**config.mk**
```make
export PLATFORM = sky130hd
export DESIGN_NAME = irap_top
export DESIGN_NICKNAME = d
export VERILOG_FILES = /design/src/irap_pkg.sv /design/src/irap_wr_if.sv /design/src/irap_top.sv /design/src/irap_fifo.sv
export VERILOG_INCLUDE_DIRS = /design/src
export SDC_FILE = /design/constraint.sdc
export NUM_CORES = 1
export LEC_CHECK = 0
export ABC_AREA = 0
export BUFFER_PORTS_ARGS = -buffer_cell sky130_fd_sc_hd__buf_2
export CAP_MARGIN = 20
export CORE_ASPECT_RATIO = 0.8
export CORE_MARGIN = 4
export CORE_UTILIZATION = 45
export CTS_CLUSTER_DIAMETER = 80
export DETAILED_ROUTE_END_ITERATION = 8
export GPL_TIMING_DRIVEN = 0
export PLACE_DENSITY = 0.67
export SLEW_MARGIN = 0
export SYNTH_ARGS = -nofsm -noshare
export SYNTH_HDL_FRONTEND = slang
export SYNTH_SLANG_ARGS = --single-unit
```
**constraint.sdc**
```tcl
create_clock -name ref_clk -period 6.8 [get_ports ref_clk]
set_input_delay 0.68 -clock ref_clk [delete_from_list [all_inputs] [get_ports ref_clk]]
set_output_delay 0.68 -clock ref_clk [all_outputs]
set_load 0.01 [all_outputs]
```
**src/irap_consts.svh**
```systemverilog
`ifndef IRAP_CONSTS_SVH
`define IRAP_CONSTS_SVH
`define IRAP_ADDR_W 7
`define IRAP_DATA_W 8
`define IRAP_FIFO_DEPTH 4
`define IRAP_ADDR_DEFAULT 7'h40
`define IRAP_BIT_LAST 3'h7
`define IRAP_BIT_FIRST 3'h0
`define IRAP_PTR_STEP 8'h01
`define IRAP_BYTE_ZERO 8'h00
`endif

```
**src/irap_pkg.sv**
```systemverilog
package irap_pkg;
    typedef enum logic [6:0] {
        IRAP_IDLE = 7'b000_0001,
        IRAP_ADDR = 7'b000_0010,
        IRAP_AACK = 7'b000_0100,
        IRAP_RXB  = 7'b000_1000,
        IRAP_RACK = 7'b001_0000,
        IRAP_TXB  = 7'b010_0000,
        IRAP_TACK = 7'b100_0000
    } irap_state_t;
endpackage

```
**src/irap_wr_if.sv**
```systemverilog
interface irap_wr_if #(parameter int W = 16);
    logic valid;
    logic ready;
    logic [W-1:0] data;
    modport src(output valid, output data, input ready);
    modport snk(input valid, input data, output ready);
endinterface

```
**src/irap_top.sv**
```systemverilog
`include "irap_consts.svh"
module irap_top
    import irap_pkg::*;
#(
    parameter int AW = `IRAP_ADDR_W,
    parameter int DW = `IRAP_DATA_W,
    parameter int DEPTH = `IRAP_FIFO_DEPTH,
    parameter logic [AW-1:0] DEV_ADDR = `IRAP_ADDR_DEFAULT
) (
    input wire logic ref_clk,
    input wire logic rst_n,
    input wire logic scl_i,
    input wire logic sda_i,
    output logic sda_o,
    output logic sda_oe,
    input wire logic undervoltage_lockout_enable_pin,
    input wire logic config_done,
    input wire logic bias_supply_undervoltage,
    output logic wr_valid,
    input wire logic wr_ready,
    output logic [DW-1:0] wr_addr,
    output logic [DW-1:0] wr_data,
    output logic [DW-1:0] rd_addr,
    input wire logic [DW-1:0] rd_data
);
    irap_state_t state_q;
    irap_wr_if #(.W(2*DW)) wq_if();
    logic [2:0] scl_s_q;
    logic [2:0] sda_s_q;
    logic scl_r;
    logic sda_r;
    logic scl_rise;
    logic scl_fall;
    logic start_det;
    logic stop_det;
    logic en_s1_q;
    logic en_s2_q;
    logic link_en;
    logic [DW-1:0] shift_q;
    logic [2:0] bit_q;
    logic [DW-1:0] ptr_q;
    logic ptr_loaded_q;
    logic read_q;
    logic ack_ok_q;
    logic drive_low_q;
    logic [DW-1:0] tx_q;
    logic [DW-1:0] fifo_a;
    logic rise_seen_q;

    // Pins pass two flops; the third stage only feeds edge detection.
    always_ff @(posedge ref_clk) begin
        if (!rst_n) begin
            scl_s_q <= 3'h7;
            sda_s_q <= 3'h7;
        end else begin
            scl_s_q <= {scl_s_q[1:0], scl_i};
            sda_s_q <= {sda_s_q[1:0], sda_i};
        end
    end
    assign scl_r = scl_s_q[1];
    assign sda_r = sda_s_q[1];
    assign scl_rise = scl_s_q[1] && !scl_s_q[2];
    assign scl_fall = !scl_s_q[1] && scl_s_q[2];
    assign start_det = scl_r && scl_s_q[2] && !sda_r && sda_s_q[2];
    assign stop_det = scl_r && scl_s_q[2] && sda_r && !sda_s_q[2];

    // The combined enable is a level from outside, so it is synchronised.
    always_ff @(posedge ref_clk) begin
        if (!rst_n) begin
            en_s1_q <= 1'b0;
            en_s2_q <= 1'b0;
        end else begin
            en_s1_q <= undervoltage_lockout_enable_pin && config_done
                       && !bias_supply_undervoltage;
            en_s2_q <= en_s1_q;
        end
    end
    assign link_en = en_s2_q;

    // The clock fall that closes a start condition carries no bit, so a bit only
    // counts when its own rising edge has been seen since the last fall.
    always_ff @(posedge ref_clk) begin
        if (!rst_n || start_det) begin
            rise_seen_q <= 1'b0;
        end else if (scl_rise) begin
            rise_seen_q <= 1'b1;
        end else if (scl_fall) begin
            rise_seen_q <= 1'b0;
        end
    end

    // Main bus state machine; the clock edges of the controller and start and stop conditions advance it.
    // Clock only sampled.
    always_ff @(posedge ref_clk) begin
        if (!rst_n || !link_en) begin
            state_q <= IRAP_IDLE;
            bit_q <= `IRAP_BIT_FIRST;
            shift_q <= `IRAP_BYTE_ZERO;
            read_q <= 1'b0;
            ptr_loaded_q <= 1'b0;
            ack_ok_q <= 1'b0;
        end else if (start_det) begin
            state_q <= IRAP_ADDR;
            bit_q <= `IRAP_BIT_FIRST;
            ptr_loaded_q <= 1'b0;
        end else if (stop_det) begin
            state_q <= IRAP_IDLE;
        end else begin
            case (state_q)
                IRAP_IDLE: begin
                    state_q <= IRAP_IDLE;
                end
                IRAP_ADDR, IRAP_RXB: begin
                    if (scl_rise) begin
                        shift_q <= {shift_q[DW-2:0], sda_r};
                    end
                    if (scl_fall && rise_seen_q) begin
                        if (bit_q == `IRAP_BIT_LAST) begin
                            bit_q <= `IRAP_BIT_FIRST;
                            if (state_q == IRAP_ADDR) begin
                                if (shift_q[DW-1:1] == DEV_ADDR) begin
                                    state_q <= IRAP_AACK;
                                    read_q <= shift_q[0];
                                end else begin
                                    state_q <= IRAP_IDLE;
                                end
                            end else begin
                                ack_ok_q <= ptr_loaded_q ? wq_if.ready : 1'b1;
                                state_q <= IRAP_RACK;
                            end
                        end else begin
                            bit_q <= bit_q + 3'h1;
                        end
                    end
                end
                IRAP_AACK: begin
                    if (scl_fall) begin
                        state_q <= read_q ? IRAP_TXB : IRAP_RXB;
                    end
                end
                IRAP_RACK: begin
                    if (scl_fall) begin
                        state_q <= ack_ok_q ? IRAP_RXB : IRAP_IDLE;
                        ptr_loaded_q <= 1'b1;
                    end
                end
                IRAP_TXB: begin
                    if (scl_fall) begin
                        if (bit_q == `IRAP_BIT_LAST) begin
                            bit_q <= `IRAP_BIT_FIRST;
                            state_q <= IRAP_TACK;
                        end else begin
                            bit_q <= bit_q + 3'h1;
                        end
                    end
                end
                IRAP_TACK: begin
                    if (scl_rise) begin
                        ack_ok_q <= !sda_r;
                    end
                    if (scl_fall) begin
                        state_q <= ack_ok_q ? IRAP_TXB : IRAP_IDLE;
                    end
                end
                default: begin
                    state_q <= IRAP_IDLE;
                end
            endcase
        end
    end

    // Register pointer handling.
    always_ff @(posedge ref_clk) begin
        if (!rst_n) begin
            ptr_q <= `IRAP_BYTE_ZERO;
        end else if (link_en && !start_det && !stop_det && scl_fall) begin
            if (state_q == IRAP_RACK && !ptr_loaded_q) begin
                ptr_q <= shift_q;
            end else if (state_q == IRAP_RACK && ack_ok_q) begin
                ptr_q <= ptr_q + `IRAP_PTR_STEP;
            end else if (state_q == IRAP_TACK && ack_ok_q) begin
                ptr_q <= ptr_q + `IRAP_PTR_STEP;
            end
        end
    end
    assign rd_addr = ptr_q;

    // Write bytes enter the FIFO at the clock fall that ends their acknowledge bit.
    // Store at pointer.
    assign wq_if.valid = link_en && state_q == IRAP_RACK && ptr_loaded_q
                         && ack_ok_q && scl_fall && !start_det && !stop_det;
    assign wq_if.data = {ptr_q, shift_q};

    irap_fifo #(.W(2*DW), .DEPTH(DEPTH)) u_fifo (
        .ref_clk(ref_clk),
        .rst_n(rst_n),
        .in_if(wq_if),
        .out_valid(wr_valid),
        .out_ready(wr_ready),
        .out_data({fifo_a, wr_data})
    );
    assign wr_addr = fifo_a;

    // Transmit shifter follows the register contents while the clock is low in the first bit.
    // Loading only after the pointer step keeps a sequential read from sending
    // the previous register's lower bits.
    // Pointed register returned.
    always_ff @(posedge ref_clk) begin
        if (!rst_n) begin
            tx_q <= `IRAP_BYTE_ZERO;
        end else if (scl_fall && state_q == IRAP_TXB) begin
            tx_q <= {tx_q[DW-2:0], 1'b0};
        end else if (state_q == IRAP_TXB && bit_q == `IRAP_BIT_FIRST && !scl_r) begin
            tx_q <= rd_data;
        end
    end

    // The low is driven from a flop so that it changes only after the clock falls.
    // Acknowledge bytes.
    always_ff @(posedge ref_clk) begin
        if (!rst_n || !link_en) begin
            drive_low_q <= 1'b0;
        end else if (scl_fall || start_det || stop_det) begin
            drive_low_q <= 1'b0;
        end else if (state_q == IRAP_AACK && !scl_r) begin
            drive_low_q <= 1'b1;
        end else if (state_q == IRAP_RACK && !scl_r) begin
            drive_low_q <= ack_ok_q;
        end else if (state_q == IRAP_TXB && !scl_r && bit_q == `IRAP_BIT_FIRST) begin
            drive_low_q <= !rd_data[DW-1];
        end else if (state_q == IRAP_TXB && !scl_r) begin
            drive_low_q <= !tx_q[DW-1];
        end
    end
    assign sda_o = 1'b0;
    assign sda_oe = drive_low_q;
endmodule

```
**src/irap_fifo.sv**
```systemverilog
module irap_fifo #(
    parameter int W = 16,
    parameter int DEPTH = 4
) (
    input wire logic ref_clk,
    input wire logic rst_n,
    irap_wr_if.snk in_if,
    output logic out_valid,
    input wire logic out_ready,
    output logic [W-1:0] out_data
);
    localparam int AW = $clog2(DEPTH);
    logic [W-1:0] mem_q [DEPTH];
    logic [AW-1:0] wp_q;
    logic [AW-1:0] rp_q;
    logic [AW:0] cnt_q;
    logic push;
    logic pop;
    assign in_if.ready = (cnt_q != (AW+1)'(DEPTH));
    assign out_valid = (cnt_q != '0);
    assign push = in_if.valid && in_if.ready;
    assign pop = out_valid && out_ready;
    assign out_data = mem_q[rp_q];
    always_ff @(posedge ref_clk) begin
        if (push) begin
            mem_q[wp_q] <= in_if.data;
        end
    end
    always_ff @(posedge ref_clk) begin
        if (!rst_n) begin
            wp_q <= '0;
            rp_q <= '0;
            cnt_q <= '0;
        end else begin
            if (push) begin
                wp_q <= (wp_q == AW'(DEPTH - 1)) ? '0 : wp_q + AW'(1);
            end
            if (pop) begin
                rp_q <= (rp_q == AW'(DEPTH - 1)) ? '0 : rp_q + AW'(1);
            end
            cnt_q <= cnt_q + (AW+1)'(push) - (AW+1)'(pop);
        end
    end
endmodule

```
==> reports/qor.txt <==
Fillers: 966
Crit. End Element: primary output
CTS buffer count: 17
Total core area: 11500 µm²
Ranking of synthesized cells by area: edfxtp_1 36%, dfxtp_1 21%, mux4_2 6.8%, mux2i_1 5.7%, ha_1 3.3%
Async set-reset flop share out of synthesis: 0%
Synth Cell Area: 5290 µm²
Post-CTS sizing: 0
Vias: 3468
Slew @ Worst Pin: 0.925 ns
CTS Buffer Depth: 2
Number of global-route vias before repair: 3477
Tmin final: 3.35 ns
Tot Pwr: 1.81 mW
Synth warnings: 0
CP Launch Type: register
DRC: 0
P&R area growth vs syn: 18.6%
Clock sink count: 120
H-tree depth: 4
Hold Path Depth: 1
Class of the worst hold path: reg -> reg
Die width: 129 µm
CTS root buf: clkbuf_16
GRT overflow: 0
DR pass1 iterations: 5
Sequential fraction of the synthesis area: 57.5%
Outcome: finished clean
Type of the worst setup path: reg -> out
Max Cap Viol: 0
Initial Util: 45.9%
Leak Pwr: 2.26 nW
Critical path required time: 6.12 ns
Post-synth EDFFs: 64
Final worst-path cycle share: 49.3%
Final core occ: 54.4%
Largest net degree at the start of global routing: 17
Fin. Hold Viols: 0
Fin nets: 513
Maximum vdd drop: 0.151 mV
Reg2reg path depth: 6
Routed WL: 10600 µm
PwrDens: 290 nW/µm²
Peak Freq: 298 MHz
Post-CTS Hold Buffers: 0
Worst-path clk slew: 0.06 ns
Setup TNS Final: 0 ns
#FFs+latches synth: 120
Critical-path maximum fanout: 10
Port Buffers: 41
Synth area leader: edfxtp_1
Yosys top cell area share: 36.3%
Max Transition Viols Final: 0
Final Wtd Congestion: 0.892
Total Routing Usage GR: 16.6%
Initial antenna violation count: 0
HPWL Detailed: 7090 µm
Net Count, Synth: 453
Commonest cells after routing, fill and taps aside: 64 x edfxtp_1, 56 x dfxtp_1, 49 x buf_2, 35 x nor2_1, 33 x nand2_1
Iteration-0 DRC Markers: 183
Worst EP arrival: 2.67 ns
Placed insts: 611
Non-Filler Instances: 643
Most common cell after layout, fill and taps aside: edfxtp_1
RSZ-0062 raised after global routing: no
Global-route wire length before repair: 17500 µm
Die Footprint: 13600 µm²
Layout cells sized above 1: 22.0%
Cell variety after synth: 51
Clk Latency, worst-skew pair: 0.42 ns
Mapped Cells: 422
Final setup vio count: 0
TritonCTS clock tree: done
Post-Syn Area per Cell: 12.5 µm²
Io pins: 43
Vias/cell: 5.39
Std cell rows: 35
Per-cell routed wire length: 16.5 µm
Routed Antenna Nets: 0
Maximum clock skew at final layout: 0.0143 ns
Slew headroom: 38.4%
Predominant post-synthesis flop cell: edfxtp_1
Diodes inserted: 0
Die H: 105 µm
Postcts setup bufs: 0
[report_power, final]
part	internal, mW	total (mW)	switching (mW)
Combinational	0.0685	0.145	0.0761
Sequential	0.772	0.783	0.0117
Clock	0.548	0.887	0.339
Total	1.39	1.81	0.427
[critical path, stage by stage (launching register included)]
cell	delay [ns]
dfxtp_1	0.32
clkbuf_1	0.47
buf_1	0.72
mux4_2	0.60
buf_2	0.15
[state kept, by name, summed over array words and instances, names as in the netlist, 3 cells and up, named ones only]
| register | count |
|---|---|
| state_q | 7 |
| bit_q | 3 |
| u_fifo.mem_q | 64 |
| shift_q | 8 |
| scl_s_q | 3 |
| u_fifo.cnt_q | 3 |
| rd_addr | 8 |
| sda_s_q | 3 |
| tx_q | 8 |
[routing by layer]
layer	up-vias	GRT usage, %	wire length, µm
met5	-	0	0
li1	1676	-	-
met3	4	4.70	503
met4	0	5.70	48
met1	1711	21.6	4850
met2	77	26.6	5210
[cells by family after synthesis]
kind of cell	count (synthesis)	synth area share, %
simple gates	143	14.4
flops	120	57.5
compound gates	55	7.62
mux	48	12.9
buf+inv	35	2.89
fa+ha+maj	15	3.69
xor+xnor	5	0.828
other cells	1	0.0709
[path summary, 6_finish.rpt]
path	start	end	slack, ns
setup / recovery	register	wr_data[2]	3.45
setup reg to reg	state_q[1]	u_fifo.mem_q[3][13]	3.97
hold reg to reg	scl_s_q[0]	scl_s_q[1]	0.41
hold / removal	scl_s_q[0]	scl_s_q[1]	0.41
[cell usage after synthesis, types with 3 or more instances]
master	n
a21boi_0	6
nor4_1	4
and3_1	6
inv_1	16
xor2_1	3
dfxtp_1	56
o21ai_0	9
ha_1	14
nor2b_1	5
clkbuf_1	8
a21oi_1	11
nor2_1	35
mux4_2	16
nand2_1	33
edfxtp_1	64
buf_2	8
and2_1	12
nand2b_1	9
or3_1	6
nor4b_1	5
a31oi_1	4
nor3_1	8
o21a_1	6
mux2i_1	30
o211a_1	10
nand3_1	6
[stage by stage]
step                hold slack [ns]  setup slack, ns  area, µm²
floorplan                     0.386             4.30       5290
global placement              0.395             3.84       5680
detailed placement            0.396             3.77       5680
CTS                           0.417             3.32       6270
global route                  0.427             3.15       6270
finish                        0.411             3.45       6270
[final cells by class]
class | instances | area [µm²] | area share (%)
clock inverters | 14 | 161 | 2.57
flip-flops and latches | 120 | 3040 | 48.5
inverters | 16 | 60.1 | 0.958
plain buffers | 19 | 92.6 | 1.48
repair buffers | 41 | 205 | 3.27
well taps | 148 | 185 | 2.95
multi-input cells | 267 | 2090 | 33.4
clock buffers | 18 | 429 | 6.85
Note: power is estimated with default switching activity, not from simulation.
